File: src/core/ir_port_pkg.sv
// package: register map, field positions, reset values, power-on reset stretch
package ir_port_pkg;
  // apb register byte offsets
  localparam logic [7:0] CARRIER_CTRL_OFFS = 8'h00;
  localparam logic [7:0] PORT_CTRL_OFFS    = 8'h04;
  localparam logic [7:0] KEY_OUT_OFFS      = 8'h08;
  localparam logic [7:0] PIN_STATUS_OFFS   = 8'h0C;
  // carrier control fields
  localparam int        SEL_LSB      = 0;
  localparam int        CARRIER_OFF  = 2;
  localparam int        HALVE        = 3;
  localparam logic [7:0] CARRIER_RST = 8'h03;
  // port control fields
  localparam int        KEY_DIR_OUT  = 0;
  localparam int        SENSE_PD_LSB = 1;
  localparam int        SENSE_A_IN   = 3;
  localparam int        SENSE_B_OUT  = 4;
  localparam int        RET_PD_EN    = 5;
  localparam int        IND_LEVEL    = 6;
  localparam logic [7:0] PORT_RST    = 8'h51;
  localparam logic [7:0] KEY_OUT_RST = 8'hFF;
  // power-on reset stretch
  localparam int        POR_NS       = 1000;
  localparam int        CLK_NS       = 100;
  localparam int        POR_CYCLES   = (POR_NS + CLK_NS - 1) / CLK_NS;
endpackage : ir_port_pkg

File: src/core/ir_remote_pin_ports.sv
// top level: key ports, sense pins, carrier output, reset pin, apb
//
// Summary of operation
// - key-scan port switches direction as one; drives high after reset
// - key-scan pins in input mode get pull-downs
// - key-scan port in output mode drives software scan levels
// - sense pull-downs enabled separately, one bit each of a two-bit setting
// - first sense pin off (high impedance) when input cancelled, and at reset
// - second sense pin: input, or active-low indicator high after reset
// - indicator low for the whole emission, not each carrier cycle, in output mode
// - remote output active high, low during and after reset
// - carrier from fx/8,16,64,96,128,192 or constant high
// - low on reset pin resets; pin has internal pull-up
// - power-on detector reset drives the reset pin low
// - four key-return pull-downs enabled together
// - carrier from two select, disable and halve bits; reset 00000011
//
// Our own choices: the register addresses and the APB register port.
`timescale 1ns/1ps
`default_nettype none
module ir_remote_pin_ports (
  input  wire logic        clk_sys,
  input  wire logic        sys_rst,
  input  wire logic        psel,
  input  wire logic        penable,
  input  wire logic        pwrite,
  input  wire logic [7:0]  paddr,
  input  wire logic [31:0] pwdata,
  output logic [31:0]      prdata,
  output logic             pready,
  output logic             pslverr,
  input  wire logic [7:0]  key_io_in,
  output logic [7:0]       key_io_out,
  output logic [7:0]       key_io_oe,
  output logic [7:0]       key_io_pd,
  input  wire logic [3:0]  key_ret_in,
  output logic [3:0]       key_ret_pd,
  input  wire logic        sense_a_in,
  output logic             sense_a_pd,
  input  wire logic        sense_b_indicator_in,
  output logic             sense_b_indicator_out,
  output logic             sense_b_indicator_oe,
  output logic             sense_b_indicator_pd,
  output logic             ir_carrier_out,
  input  wire logic        tx_active,
  input  wire logic        reset_pin_in,
  input  wire logic        power_on_detector,
  output logic             reset_pin_out,
  output logic             reset_pin_oe,
  output logic             reset_pin_pu,
  output logic             cpu_rst
);
  import ir_port_pkg::*;

  logic [7:0]  carrier_q;
  logic [7:0]  port_q;
  logic [7:0]  key_out_q;
  logic [2:0]  rst_sync_q;
  logic [2:0]  por_sync_q;
  logic [15:0] sync_in_q [3];
  logic [15:0] pins_q;
  logic [7:0]  por_cnt_q;
  logic        ir_q;
  logic        ind_q;
  logic        carrier;
  logic        wr_en;
  logic        mapped;
  logic [15:0] raw_in;

  // *****************************************
  // reset pin and power-on detector
  // *****************************************
  // pin and detector pass three flops; active level counts when 2nd and 3rd agree
  always_ff @(posedge clk_sys) begin
    if (sys_rst) begin
      rst_sync_q <= 3'h7;
      por_sync_q <= 3'h0;
    end else begin
      rst_sync_q <= {rst_sync_q[1:0], reset_pin_in};
      por_sync_q <= {por_sync_q[1:0], power_on_detector};
    end
  end

  // hold the pin low a little past the detector so the pad really falls
  always_ff @(posedge clk_sys) begin
    if (sys_rst)
      por_cnt_q <= 8'h00;
    else if (por_sync_q[1] && por_sync_q[2])
      por_cnt_q <= 8'(POR_CYCLES);
    else if (por_cnt_q != 8'h00)
      por_cnt_q <= por_cnt_q - 8'h01;
  end

  assign reset_pin_oe  = (por_cnt_q != 8'h00) || (por_sync_q[1] && por_sync_q[2]);
  assign reset_pin_out = 1'b0;
  assign reset_pin_pu  = 1'b1;
  // pin low seen by both late stages resets the core
  assign cpu_rst = sys_rst || (!rst_sync_q[1] && !rst_sync_q[2]) || reset_pin_oe;

  // *****************************************
  // apb slave
  // *****************************************
  function automatic logic known(input logic [7:0] a);
    known = (a == CARRIER_CTRL_OFFS) || (a == PORT_CTRL_OFFS) ||
            (a == KEY_OUT_OFFS) || (a == PIN_STATUS_OFFS);
  endfunction : known

  assign mapped  = known(paddr);
  assign wr_en   = psel && penable && pwrite && mapped;
  assign pready  = 1'b1;
  assign pslverr = psel && penable && !mapped;

  always_ff @(posedge clk_sys) begin
    if (cpu_rst) begin
      carrier_q <= CARRIER_RST;
      port_q    <= PORT_RST;
      key_out_q <= KEY_OUT_RST;
    end else if (wr_en) begin
      if (paddr == CARRIER_CTRL_OFFS)
        carrier_q <= {4'h0, pwdata[3:0]};
      if (paddr == PORT_CTRL_OFFS)
        port_q <= {1'b0, pwdata[6:0]};
      if (paddr == KEY_OUT_OFFS)
        key_out_q <= pwdata[7:0];
    end
  end

  always_ff @(posedge clk_sys) begin
    if (sys_rst)
      prdata <= 32'h0000_0000;
    else if (psel && !penable && !pwrite) begin
      case (paddr)
        CARRIER_CTRL_OFFS: prdata <= {24'h0, carrier_q};
        PORT_CTRL_OFFS:    prdata <= {24'h0, port_q};
        KEY_OUT_OFFS:      prdata <= {24'h0, key_out_q};
        PIN_STATUS_OFFS:   prdata <= {16'h0, pins_q};
        default:           prdata <= 32'h0000_0000;
      endcase
    end
  end

  // *****************************************
  // pin input synchronisers
  // *****************************************
  assign raw_in = {1'b0, ir_q, sense_b_indicator_in, sense_a_in,
                   key_ret_in, key_io_in};

  always_ff @(posedge clk_sys) begin
    if (sys_rst) begin
      sync_in_q[0] <= 16'h0000;
      sync_in_q[1] <= 16'h0000;
      sync_in_q[2] <= 16'h0000;
    end else begin
      sync_in_q[0] <= raw_in;
      sync_in_q[1] <= sync_in_q[0];
      sync_in_q[2] <= sync_in_q[1];
    end
  end

  genvar gi;
  generate
    for (gi = 0; gi < 16; gi++) begin : g_agree
      always_ff @(posedge clk_sys) begin
        if (sys_rst)
          pins_q[gi] <= 1'b0;
        else if (sync_in_q[1][gi] == sync_in_q[2][gi])
          pins_q[gi] <= sync_in_q[2][gi];
      end
    end
  endgenerate

  // *****************************************
  // carrier and output pins
  // *****************************************
  ir_carrier_gen u_carrier (
    .clk_sys     (clk_sys),
    .sys_rst     (cpu_rst),
    .sel         (carrier_q[SEL_LSB +: 2]),
    .carrier_off (carrier_q[CARRIER_OFF]),
    .halve       (carrier_q[HALVE]),
    .carrier     (carrier)
  );

  always_ff @(posedge clk_sys) begin
    if (cpu_rst) begin
      ir_q  <= 1'b0;
      ind_q <= 1'b1;
    end else begin
      ir_q  <= tx_active && carrier;
      // indicator tracks emission, not each carrier cycle
      ind_q <= !(tx_active && port_q[SENSE_B_OUT]) && port_q[IND_LEVEL];
    end
  end
  assign ir_carrier_out = ir_q;

  assign key_io_oe  = {8{port_q[KEY_DIR_OUT]}};
  assign key_io_out = key_out_q;
  assign key_io_pd  = {8{!port_q[KEY_DIR_OUT]}};
  assign key_ret_pd = {4{port_q[RET_PD_EN]}};
  // off state: no pull-down, no drive, pin floats
  assign sense_a_pd = port_q[SENSE_A_IN] && port_q[SENSE_PD_LSB];
  assign sense_b_indicator_oe  = port_q[SENSE_B_OUT];
  assign sense_b_indicator_out = ind_q;
  assign sense_b_indicator_pd  =
    !port_q[SENSE_B_OUT] && port_q[SENSE_PD_LSB + 1];
endmodule : ir_remote_pin_ports
`default_nettype wire

File: src/core/ir_carrier_gen.sv
// carrier generator: selectable divider of the system clock
`timescale 1ns/1ps
`default_nettype none
module ir_carrier_gen (
  input  wire logic       clk_sys,
  input  wire logic       sys_rst,
  input  wire logic [1:0] sel,
  input  wire logic       carrier_off,
  input  wire logic       halve,
  output logic            carrier
);
  import ir_port_pkg::*;
  logic [7:0] cnt_q;
  logic [7:0] period;
  logic [7:0] high_len;
  logic [7:0] base_p;
  logic [7:0] base_h;

  // *****************************************
  // period table
  // *****************************************
  always_comb begin
    case (sel)
      2'h0: begin base_p = 8'h08; base_h = 8'h04; end
      2'h1: begin base_p = 8'h40; base_h = 8'h20; end
      2'h2: begin base_p = 8'h60; base_h = 8'h30; end
      default: begin base_p = 8'h60; base_h = 8'h20; end
    endcase
    period   = halve ? {base_p[6:0], 1'b0} : base_p;
    high_len = halve ? {base_h[6:0], 1'b0} : base_h;
  end

  always_ff @(posedge clk_sys) begin
    if (sys_rst || carrier_off || cnt_q >= period - 8'h01)
      cnt_q <= 8'h00;
    else
      cnt_q <= cnt_q + 8'h01;
  end

  // constant high when carrier is disabled
  assign carrier = carrier_off ? 1'b1 : (cnt_q < high_len);
endmodule : ir_carrier_gen
`default_nettype wire

File: config.mk
export PLATFORM = sky130hd
export DESIGN_NAME = ir_remote_pin_ports
export DESIGN_NICKNAME = d
export VERILOG_FILES = /design/src/core/ir_port_pkg.sv /design/src/core/ir_remote_pin_ports.sv /design/src/core/ir_carrier_gen.sv
export SDC_FILE = /design/constraint.sdc
export NUM_CORES = 1
export LEC_CHECK = 0
export BUFFER_PORTS_ARGS = -buffer_cell sky130_fd_sc_hd__buf_2
export CAP_MARGIN = 20
export CORE_UTILIZATION = 35
export DETAILED_ROUTE_END_ITERATION = 16
export PLACE_DENSITY = 0.62
export SLEW_MARGIN = 20
export SYNTH_ARGS = -nofsm -noshare
export SYNTH_HDL_FRONTEND = slang
export SYNTH_SLANG_ARGS = --single-unit
File: constraint.sdc
create_clock -name clk_sys -period 3.2 [get_ports clk_sys]
set_input_delay 0.64 -clock clk_sys [delete_from_list [all_inputs] [get_ports clk_sys]]
set_output_delay 0.64 -clock clk_sys [all_outputs]
set_load 0.005 [all_outputs]
After elaboration in Yosys (flattened, before gate mapping)
Memory sizes are Yosys's and may differ from the RTL's.
Index checks and enable logic that the tools add are counted.
{"block": "classes", "add_sub_neg": 3, "multipliers": 0, "div_mod_pow": 0, "n_lt_le_gt_ge": 2, "eq_ne": 21, "n_shift": 0, "n_mux": 14, "n_bitwise": 3, "n_reduce_logical": 37}
{"cell": "one-hot mux 16 bit (4 select lines)", "n": 1}
{"cell": "two-way mux 16 bit", "n": 3}
{"cell": "== test 1 bit", "n": 16}
{"cell": "== test 8 x 4 -> 1 bit (second input constant)", "n": 2}
{"cell": "subtractor 8 x 1 -> 8 bit (second input constant)", "n": 2}
{"cell": "one-hot mux 7 bit (2 select lines)", "n": 1}
{"cell": "logical AND 1 bit", "n": 13}
{"cell": "one-hot mux 6 bit (2 select lines)", "n": 1}
{"cell": "adder 8 x 1 -> 8 bit (second input constant)", "n": 1}
{"cell": "== test 8 x 3 -> 1 bit (second input constant)", "n": 1}
{"cell": ">= comparator 8 bit", "n": 1}
{"cell": "logical NOT 1 bit", "n": 8}
{"cell": "logical NOT 8 bit", "n": 1}
{"cell": "logical OR 1 bit", "n": 8}
{"cell": "less-than comparator 8 bit", "n": 1}
{"cell": "two-way mux 4 bit", "n": 2}
{"cell": "two-way mux 8 bit", "n": 1}
{"cell": "nonzero test 8 bit", "n": 1}
{"cell": "two-way mux 7 bit", "n": 1}
{"cell": "AND reduction 2 bit", "n": 3}
{"cell": "two-way mux 1 bit", "n": 4}
{"cell": "bitwise OR 1 bit", "n": 3}
{"cell": "== test 2 x 1 -> 1 bit (second input constant)", "n": 1}
{"cell": "== test 2 bit (second input constant)", "n": 1}
{"cell": "3 further kinds", "n": 3}
{"block": "totals", "ff_bits": 91, "latchBits": 0, "ramBits": 48, "rom_bits": 0, "in_bits": 62, "output_inout_bits": 71, "elab_cells": 108, "n_memories": 1}
{"memory": "sync_in_q", "depth": 3, "word_bits": 16, "rd": 3, "rd_clocked_by_memory_dff": 0, "write_ports": 3, "line_no": "ir_remote_pin_ports.sv:60", "text": "logic [15:0] sync_in_q [3];"}

Longest topological paths before layout
Gate-level depths: netlist of the first run.
{"block": "depth", "depth_word": 6, "mapped_depth": 10, "mapped_depth_nobuf": 9}

Modules after synthesis
A second synthesis of the first run with hierarchy kept.
{"block": "unflattened", "hier_cells": 458, "area_unflattened_um2": 4663.2}
{"module": "ir_remote_pin_ports", "n_inst": 1, "cells_each": 391, "area_per_inst_um2": 4071.4, "seq_area_each_um2": 2202.1}
{"module": "ir_carrier_gen", "n_inst": 1, "cells_each": 67, "area_per_inst_um2": 591.8, "seq_area_each_um2": 160.2}

Worst setup path after synthesis of the first run
Ideal clock, no wire load.
{"block": "synth_timing", "kind": "input -> register", "start": "input port paddr[5]", "end": "register key_out_q[0], in the netlist key_io_out[0]", "setup_time_ps": 129, "arrival_ps": 2030, "required_ps": 3071, "setup_slack_ps": 1041, "path_stages": 5, "path_cell_list": "or4_4 -> or4_4 -> buf_6 -> mux2i_1 -> nand2_1"}
{"block": "synth_between", "elab_chain_len": 6}
{"item": "from (decl)", "line_no": "ir_remote_pin_ports.sv:27", "text": "input wire logic [7:0] paddr,"}
{"item": "== test 8 x 3 -> 1 bit / logical NOT 8 bit (equally long branches)", "line_no": "ir_remote_pin_ports.sv:104", "text": "known = (a == CARRIER_CTRL_OFFS) || (a == PORT_CTRL_OFFS) ||"}
{"item": "logical OR 1 bit (2 in a row)", "line_no": "ir_remote_pin_ports.sv:104"}
{"item": "logical OR 1 bit", "line_no": "ir_remote_pin_ports.sv:105", "text": "(a == KEY_OUT_OFFS) || (a == PIN_STATUS_OFFS);"}
{"item": "logical AND 1 bit", "line_no": "ir_remote_pin_ports.sv:109", "text": "assign wr_en = psel && penable && pwrite && mapped;"}
{"item": "AND reduction 2 bit (no source line) *"}
{"item": "to (signal assigned)", "line_no": "ir_remote_pin_ports.sv:124", "text": "key_out_q <= pwdata[7:0];"}
{"item": "to (decl)", "line_no": "ir_remote_pin_ports.sv:57", "text": "logic [7:0] key_out_q;"}
Mark *: on every way between the ends. The rest lies on a longest branch, timed or not.
A chain may end at the register's enable or synchronous reset.

Final worst setup path of the first run
{"block": "layout_timing", "start": "register por_cnt_q[0]", "end": "output port cpu_rst"}
{"block": "layout_between", "elab_chain_len": 3}
{"item": "from (decl)", "line_no": "ir_remote_pin_ports.sv:62", "text": "logic [7:0] por_cnt_q;"}
{"item": "from (signal assigned)", "line_no": "ir_remote_pin_ports.sv:89", "text": "por_cnt_q <= 8'(POR_CYCLES);"}
{"item": "from (signal assigned)", "line_no": "ir_remote_pin_ports.sv:91", "text": "por_cnt_q <= por_cnt_q - 8'h01;"}
{"item": "nonzero test 8 bit", "line_no": "ir_remote_pin_ports.sv:94", "text": "assign reset_pin_oe = (por_cnt_q != 8'h00) || (por_sync_q[1] && por_sync_q[2]);"}
{"item": "logical OR 1 bit", "line_no": "ir_remote_pin_ports.sv:94"}
{"item": "logical OR 1 bit", "line_no": "ir_remote_pin_ports.sv:98", "text": "assign cpu_rst = sys_rst || (!rst_sync_q[1] && !rst_sync_q[2]) || reset_pin_oe;"}
{"item": "to (decl)", "line_no": "ir_remote_pin_ports.sv:51", "text": "output logic cpu_rst"}
Every way passes these cells.

==> key figures, run 1 <==
Status
  • Status: finished, final reports clean

Final layout
  • Nets@finish: 616
  • Ant diodes: 0
  • Final std cells w/o fill: 727
  • Area Overhead vs Synth: 20.7%
  • Share of layout cells above drive strength 1: 25.0%

Floorplan
  • Die Ht: 118 um
  • Chip Width: 118 um
  • Core Area: 12800 sq um
  • Ports: 133
  • # rows: 41
  • Die area: 13800 sq um
  • Initial Util: 36.5%

Logic synthesis
  • Main synth FF type: dfxtp_1
  • Area contributors post-synth: dfxtp_1 50%, nor2b_1 6.8%, buf_4 6.3%, mux2i_1 5.3%, nand2_1 3.3%
  • Commonest cells in the netlist: 118 x dfxtp_1, 51 x nor2b_1, 41 x nand2_1
  • Register area share after synthesis: 50.4%
  • YS warnings: 0
  • Count leader, synth: dfxtp_1
  • Post-synth top area share: 50.4%
  • Cell variety after synth: 46
  • Syn_area_per_cell: 9.94 sq um
  • Mapped cell area: 4680 sq um
  • Synth area leader: dfxtp_1
  • Share of flip-flops with an asynchronous set or reset: 0%
  • Post-synthesis cell count: 471
  • Seq cells post-synth: 118
  • Number of synthesized flops with an enable pin: 0

Route
  • WL/cell: 13.0 um
  • Antenna Nets Post-Route: 0
  • Final WL: 9440 um
  • DRT iter0 DRCs: 153
  • Total number of vias: 3335
  • DR pass1 iterations: 4
  • DR vias/cell: 4.59
  • # DRC: 0

Clocking
  • Clock sink total: 118
  • Clock transition at the registers of the reported paths: 0.06 ns
  • Largest buffer count on any clock path: 2
  • Cts repair resizes: 0
  • # hold bufs at CTS: 0
  • TritonCTS buffer count: 17
  • CTS tree: done
  • Post-CTS Setup Inserts: 0
  • H-Tree Depth: 4
  • Worst-skew pair later-pin latency: 0.41 ns
  • Clock root buffer master: clkbuf_16

Timing
  • Slew Viols, Final: 0
  • Worst-margin pin slew: 0.821 ns
  • Post-route setup TNS: 0 ns
  • Fin Clk Skew: 0.00651 ns
  • RSZ-0062 raised after global routing: no
  • F_max: 347 MHz
  • Slew Limit Headroom: 44.8%
  • Final hold vios: 0
  • Crit share post-route: 90.0%
  • Setup violators final: 0
  • Fin crit period: 2.88 ns

Global route
  • Met2 Usage GRT: 22.3%
  • GR Util met3: 4.75%
  • Routing usage on met1: 17.8%
  • Total grt overflow: 0
  • Vias in the first global route: 3129
  • First-pass GRT wire length: 15600 um
  • Global route hottest layer: met2
  • Initial antenna violation count: 0
  • All-Layer GR Usage: 14.4%
  • Maximum number of pins on one net before global-route repair: 84

Setup path
  • Worst setup SP type: flop
  • CP max stage delay: 0.33 ns
  • Critical path endpoint category: output port
  • Worst-path cell chain: inv_1 -> ha_1 -> nor3b_2 -> nand2_1 -> nor2_4 -> inv_1 -> buf_2
  • Crit path DAT: 2.24 ns
  • Max FO, Critical Path: 15
  • Critical Path Slowest Stage Cell: nor3b_2
  • Critical path class: flop to output port
  • Buf+Inv Stages, Crit Path: 3
  • WP data required: 2.56 ns
  • Delay-heaviest family, CP: simple AND/OR/NAND/NOR gates
  • Most numerous cell on the critical path: inv_1

Place
  • HPWL Detailed: 6630 um
  • GPL Wtd Cong: 0.784
  • Placed cells: 695
  • Port Buf Inserts: 88

Power and ir drop
  • Peak VDD IR: 0.000377 V
  • PwrDens: 693 nW/um^2
  • Leak pwr: 2.44 nW

Hold path
  • Worst hold-check path type: flop to flop

Flow run
  • Max_cap viols: 0
registers in the layout (all words and copies together) (netlist names):
signal	flops
sense_b_indicator_out	1
carrier_q	4
rst_sync_q	3
por_cnt_q	8
ir_carrier_out	1
key_io_out	8
port_q	7
por_sync_q	3
pins_q	15
sync_in_q	45
prdata	15
u_carrier.cnt_q	8
path summary, 6_finish.rpt:
check	depth (start not counted)	startpoint	slack (ns)	endpoint
setup / recovery	7	por_cnt_q[0]	0.32	cpu_rst
hold / removal	1	rst_sync_q[0]	0.41	rst_sync_q[1]
setup reg to reg	9	carrier_q[1]	0.84	u_carrier.cnt_q[4]
hold reg to reg	1	rst_sync_q[0]	0.41	rst_sync_q[1]
cells by family (layout without fill, tap and decap cells):
family	count (synthesis)	in the layout	synth area share, %
compound gates	67	67	8.79
fa+ha+maj	12	12	3.21
flops	118	118	50.4
buf+inv	66	132	8.63
xor+xnor	12	12	2.24
mux	30	30	7.51
other cells	2	20	0.160
simple gates	164	164	19.0
stage by stage:
| stage | utilization, % | total power, mW | area, sq um | hold WS, ns | setup slack [ns] |
|---|---|---|---|---|---|
| after floorplan | - | 1.96 | 4750 | 0.389 | 1.04 |
| after global placement | 39.4 | 2.05 | 5060 | 0.401 | 0.776 |
| after detailed placement | 39.4 | 2.08 | 5060 | 0.400 | 0.721 |
| after CTS | 44.1 | 3.96 | 5650 | 0.408 | 0.294 |
| after global routing | 44.1 | 4.10 | 5650 | 0.406 | 0.143 |
| final | 44.1 | 3.92 | 5650 | 0.415 | 0.321 |
power breakdown:
| group | internal (mW) | leakage [nW] | total (mW) | switching (mW) |
|---|---|---|---|---|
| sequential | 1.55 | 0.961 | 1.61 | 0.0545 |
| combinational | 0.191 | 1.20 | 0.440 | 0.249 |
| clock | 1.16 | 0.279 | 1.87 | 0.711 |
layer usage:
metal,wire [um],share of wire (%)
met2,4190,44
met4,245,2.6
met3,531,5.6
met5,0,0
met1,4480,47
worst register-to-register path: stages (launching register included):
cell      delay (ns)
dfxtp_1         0.40
nor2_1          0.24
nand2_1         0.11
ha_1            0.21
o21bai_1        0.14
a22oi_1         0.09
ha_1            0.32
nand3_1         0.08
a21oi_1         0.51
nor4_1          0.12
cell type report:
type | count | area (sq um)
tap | 172 | 215
inverter | 9 | 33.8
sequential | 118 | 2360
fill | 1265 | 7170
multi-input combinational | 305 | 1980
clock inverter | 15 | 168
timing repair buffer | 91 | 463
clock buffer | 17 | 425
placed cells by master, fill, tap and decap left out, types with 3 or more instances in the layout:
master,instances
buf_2,88
or2_2,4
o21ai_0,17
nor2b_1,51
ha_1,12
nand3_1,8
inv_6,5
mux2i_1,25
conb_1,20
a22oi_1,15
xnor2_1,6
nand2_1,41
nor2_1,30
inv_1,9
nor4_1,11
dfxtp_1,118
and3_1,3
xor2_1,6
o2bb2ai_1,3
clkbuf_16,17
mux4_2,4
a21oi_1,23
clkinvlp_4,4
buf_4,3
Note: power is estimated with default switching activity, not from simulation.
==> run 2, diff against run 1 <==
--- a/config.mk
+++ b/config.mk
@@ -8,8 +8,10 @@
 export BUFFER_PORTS_ARGS = -buffer_cell sky130_fd_sc_hd__buf_2
 export CAP_MARGIN = 20
 export CORE_UTILIZATION = 35
+export CTS_CLUSTER_DIAMETER = 30
 export DETAILED_ROUTE_END_ITERATION = 16
-export PLACE_DENSITY = 0.62
+export PLACE_DENSITY = 0.55
+export REMOVE_ABC_BUFFERS = 1
 export SLEW_MARGIN = 20
 export SYNTH_ARGS = -nofsm -noshare
 export SYNTH_HDL_FRONTEND = slang
==> key figures, run 2 (same netlist as run 1, synthesis figures left out) <==
Status
  • Status: finished, final reports clean

Timing
  • Post-route setup TNS: 0 ns
  • Worst-margin pin slew: 0.842 ns
  • Final WS setup: 0.366 ns
  • Fin Clk Skew: 0.00404 ns
  • RSZ-0062 raised after global routing: no
  • Final hold vios: 0
  • Slew Limit Headroom: 43.9%
  • Crit share post-route: 88.6%
  • F_max: 353 MHz
  • Setup violators final: 0
  • Slew Viols, Final: 0
  • Fin crit period: 2.83 ns

Final layout
  • Fin util: 44.1%
  • Most frequent cells in the layout: 118 x dfxtp_1, 88 x buf_2, 51 x nor2b_1, 41 x nand2_1, 30 x nor2_1
  • Largest Register: sync_in_q
  • Area Overhead vs Synth: 20.8%
  • Commonest non-fill, non-tap cell in the layout: dfxtp_1
  • Nets@finish: 618
  • Final std cells w/o fill: 726
  • Ant diodes: 0
  • Share of layout cells above drive strength 1: 24.4%
  • Max FFs per register: 45
  • Largest regs: sync_in_q (45), pins_q (15), prdata (15)

Route
  • WL/cell: 13.4 um
  • DR pass1 iterations: 4
  • Total number of vias: 3372
  • DR vias/cell: 4.64
  • DRT iter0 DRCs: 123
  • # DRC: 0
  • Final WL: 9730 um
  • Antenna Nets Post-Route: 0

Global route
  • Maximum number of pins on one net before global-route repair: 84
  • Vias in the first global route: 3087
  • Initial antenna violation count: 0
  • Total grt overflow: 0
  • All-Layer GR Usage: 14.7%
  • First-pass GRT wire length: 15600 um

Clocking
  • H-Tree Depth: 4
  • Clock root buffer master: clkbuf_16
  • Largest buffer count on any clock path: 2
  • Cts repair resizes: 0
  • CTS tree: done
  • TritonCTS buffer count: 17
  • Worst-skew pair later-pin latency: 0.41 ns
  • Post-CTS Setup Inserts: 0
  • Clock transition at the registers of the reported paths: 0.05 ns
  • Clock sink total: 118
  • # hold bufs at CTS: 0

Hold path
  • Hold Startpoint: rst_sync_q[0]
  • Hold depth: 1
  • Hold endpoint: rst_sync_q[1]
  • Worst hold-check path type: flop to flop

Setup path
  • FF-to-FF path depth: 9
  • Reg-to-reg setup timing slack: 0.90 ns
  • Worst setup SP type: flop
  • WP data required: 2.56 ns
  • Reg2reg start: carrier_q[1]
  • Max FO, Critical Path: 15
  • Crit path DAT: 2.19 ns
  • Critical path endpoint category: output port
  • Reg2reg end: u_carrier.cnt_q[7]
  • Critical path class: flop to output port

Power and ir drop
  • Peak VDD IR: 0.000401 V
  • PwrDens: 690 nW/um^2
  • Leak pwr: 2.46 nW
  • Final total power: 3.90 mW

Floorplan
  • Ports: 133
  • Initial Util: 36.5%
  • Die area: 13800 sq um
  • # rows: 41
  • Chip Width: 118 um
  • Die Ht: 118 um
  • Core Area: 12800 sq um

Place
  • Pre-CTS WS: 0.811 ns
  • GPL Wtd Cong: 0.755
  • HPWL Detailed: 6720 um
  • Port Buf Inserts: 88
  • Placed cells: 697

Flow run
  • Max_cap viols: 0
[run 2: changes by cell type in the layout (fill, tap and decap cells not counted)]
cell	change
clkbuf_8	+6
inv_6	-5
clkinv_4	-2
buf_4	+2
clkinvlp_4	-4
inv_8	-1
clkbuf_1	+3
[run 2: final cells by class]
type | count | area [sq um]
Timing Repair Buffer | 93 | 478
Clock buffer | 26 | 519
Inverter | 9 | 33.8
Tap cell | 172 | 215
Clock inverter | 3 | 65.1
Multi-Input combinational cell | 305 | 1980
Fill cell | 1254 | 7170
Sequential cell | 118 | 2360
[run 2: layer usage]
layer  GRT usage, %  wire [um]
met1           18.1       4530
met2           23.3       4510
met3           4.12        468
met4           7.85        209
met5              0          0
[run 2: per-stage QoR]
stage,hold slack [ns],cell area (sq um)
after detailed placement,0.397,5070
after global placement,0.400,5070
after global routing,0.411,5660
after CTS,0.409,5660
final,0.409,5660
after floorplan,0.389,4380
[run 2: worst max-delay path, cell delays in order (launching register included)]
cell and delay [ns]:
dfxtp_1 0.32, inv_1 0.09, ha_1 0.19, nor3b_2 0.29, nand2_1 0.26, nor2_4 0.17, inv_1 0.25, buf_2 0.23
[run 2: where the power goes]
part	switching, mW	internal, mW
clock network	0.604	1.25
registers	0.0507	1.55
logic	0.250	0.191
[run 2: how the worst max path moves through the flow]
stage                 startpoint       to  slack, ns  cells past startpoint
detailed placement  por_cnt_q[0]  cpu_rst       0.81                      7
global placement         sys_rst  cpu_rst       0.85                      6
CTS                 por_cnt_q[0]  cpu_rst       0.35                      7
finish              por_cnt_q[0]  cpu_rst       0.37                      7
global route        por_cnt_q[0]  cpu_rst       0.21                      7
floorplan           por_cnt_q[0]  cpu_rst       1.06                      6
==> run 3, diff against run 2 <==
--- a/config.mk
+++ b/config.mk
@@ -10,6 +10,7 @@
 export CORE_UTILIZATION = 35
 export CTS_CLUSTER_DIAMETER = 30
 export DETAILED_ROUTE_END_ITERATION = 16
+export MAX_ROUTING_LAYER = met4
 export PLACE_DENSITY = 0.55
 export REMOVE_ABC_BUFFERS = 1
 export SLEW_MARGIN = 20
==> key figures, run 3 (same netlist as run 1, synthesis figures left out) <==
Global route
  • Total grt overflow: 0
  • All-Layer GR Usage: 14.6%
  • Vias in the first global route: 3039
  • Initial antenna violation count: 0
  • Maximum number of pins on one net before global-route repair: 84
  • First-pass GRT wire length: 15200 um

Clocking
  • CTS tree: done
  • TritonCTS buffer count: 17
  • Clock sink total: 118
  • Clock transition at the registers of the reported paths: 0.05 ns
  • Clock root buffer master: clkbuf_16
  • # hold bufs at CTS: 0
  • Worst-skew pair later-pin latency: 0.40 ns
  • H-Tree Depth: 4
  • Cts repair resizes: 0
  • Largest buffer count on any clock path: 2
  • Post-CTS Setup Inserts: 0

Floorplan
  • Die area: 13800 sq um
  • Chip Width: 118 um
  • # rows: 41
  • Ports: 133
  • Die Ht: 118 um
  • Initial Util: 36.5%
  • Core Area: 12800 sq um

Setup path
  • Critical path class: flop to output port
  • Worst setup SP type: flop
  • Max FO, Critical Path: 15
  • Critical path endpoint category: output port
  • Crit path DAT: 2.17 ns
  • WP data required: 2.56 ns

Power and ir drop
  • PwrDens: 674 nW/um^2
  • Final total power: 3.80 mW
  • Peak VDD IR: 0.000376 V
  • Leak pwr: 2.45 nW

Final layout
  • Fin util: 43.9%
  • Commonest non-fill, non-tap cell in the layout: dfxtp_1
  • Share of layout cells above drive strength 1: 24.8%
  • Most frequent cells in the layout: 118 x dfxtp_1, 88 x buf_2, 51 x nor2b_1, 41 x nand2_1, 30 x nor2_1
  • Multi-input gate area: 1980 sq um
  • Nets@finish: 618
  • Ant diodes: 0
  • Reg area: 2360 sq um
  • Largest Register: sync_in_q
  • FILL cells: 1290
  • Max FFs per register: 45
  • Largest regs: sync_in_q (45), pins_q (15), prdata (15)
  • Area Overhead vs Synth: 20.3%

Route
  • DR vias/cell: 4.62
  • DR pass1 iterations: 4
  • DRT iter0 DRCs: 119
  • Antenna Nets Post-Route: 0
  • # DRC: 0
  • Final WL: 9540 um
  • Total number of vias: 3360
  • WL/cell: 13.1 um

Timing
  • Fin crit period: 2.81 ns
  • RSZ-0062 raised after global routing: no
  • Final hold vios: 0
  • Worst-margin pin slew: 0.835 ns
  • Slew Viols, Final: 0
  • F_max: 355 MHz
  • Setup violators final: 0
  • WHS: 0.399 ns
  • Fin Clk Skew: 0.00892 ns
  • Post-route setup TNS: 0 ns
  • Final WS setup: 0.387 ns
  • Slew Limit Headroom: 44.3%
  • Crit share post-route: 87.9%

Flow run
  • Max_cap viols: 0

Place
  • GPL Wtd Cong: 0.755
  • HPWL Detailed: 6650 um
  • Pre-CTS WS: 0.820 ns
  • Port Buf Inserts: 88

Status
  • Status: finished, final reports clean

Hold path
  • Worst hold-check path type: flop to flop
## run 3: changes by cell type in the layout (fill, tap and decap cells not counted)
cell	change
clkinv_4	+1
clkbuf_1	-1
clkinvlp_4	+2
clkinv_2	+3
clkbuf_8	-2
bufinv_16	-1
## run 3: final cells by class
type / count / area share (%)
Multi-Input combinational cell: 305 / 35.2
Clock inverter: 8 / 1.31
Clock buffer: 23 / 8.66
Sequential cell: 118 / 41.9
Tap cell: 172 / 3.82
Timing Repair Buffer: 93 / 8.48
Inverter: 9 / 0.599
## run 3: critical path, cell delays in order (launching register included)
cell and delay, ns:
dfxtp_1 0.32, inv_1 0.09, ha_1 0.19, nor3b_2 0.28, nand2_1 0.25, nor2_4 0.17
inv_1 0.24, buf_2 0.22
## run 3: report_power, final
part | switching [mW] | leakage [nW] | total, mW | internal, mW
combinational | 0.246 | 1.21 | 0.437 | 0.191
sequential | 0.0503 | 0.961 | 1.60 | 1.55
clock | 0.622 | 0.275 | 1.76 | 1.14
## run 3: path summary, 6_finish.rpt
check | start | endpoint | slack [ns] | cells past startpoint
hold / removal | rst_sync_q[0] | rst_sync_q[1] | 0.40 | 1
setup reg to reg | carrier_q[1] | u_carrier.cnt_q[6] | 0.85 | 9
hold reg to reg | rst_sync_q[0] | rst_sync_q[1] | 0.40 | 1
setup / recovery | por_cnt_q[0] | cpu_rst | 0.39 | 7
## run 3: layer usage
metal / track usage [%] / vias to the layer above / routed length, um
li1: - / 1698 / -
met1: 17.3 / 1552 / 4370
met2: 22.9 / 101 / 4570
met3: 4.41 / 9 / 485
met4: 6.33 / 0 / 109
met5: - / - / 0
## run 3: through the flow
| stage | instances | instance area (sq um) |
|---|---|---|
| after floorplan | 432 | 4380 |
| after CTS | 728 | 5640 |
| after detailed placement | 697 | 5070 |
| final | 728 | 5640 |
| after global routing | 728 | 5640 |
| after global placement | 697 | 5070 |
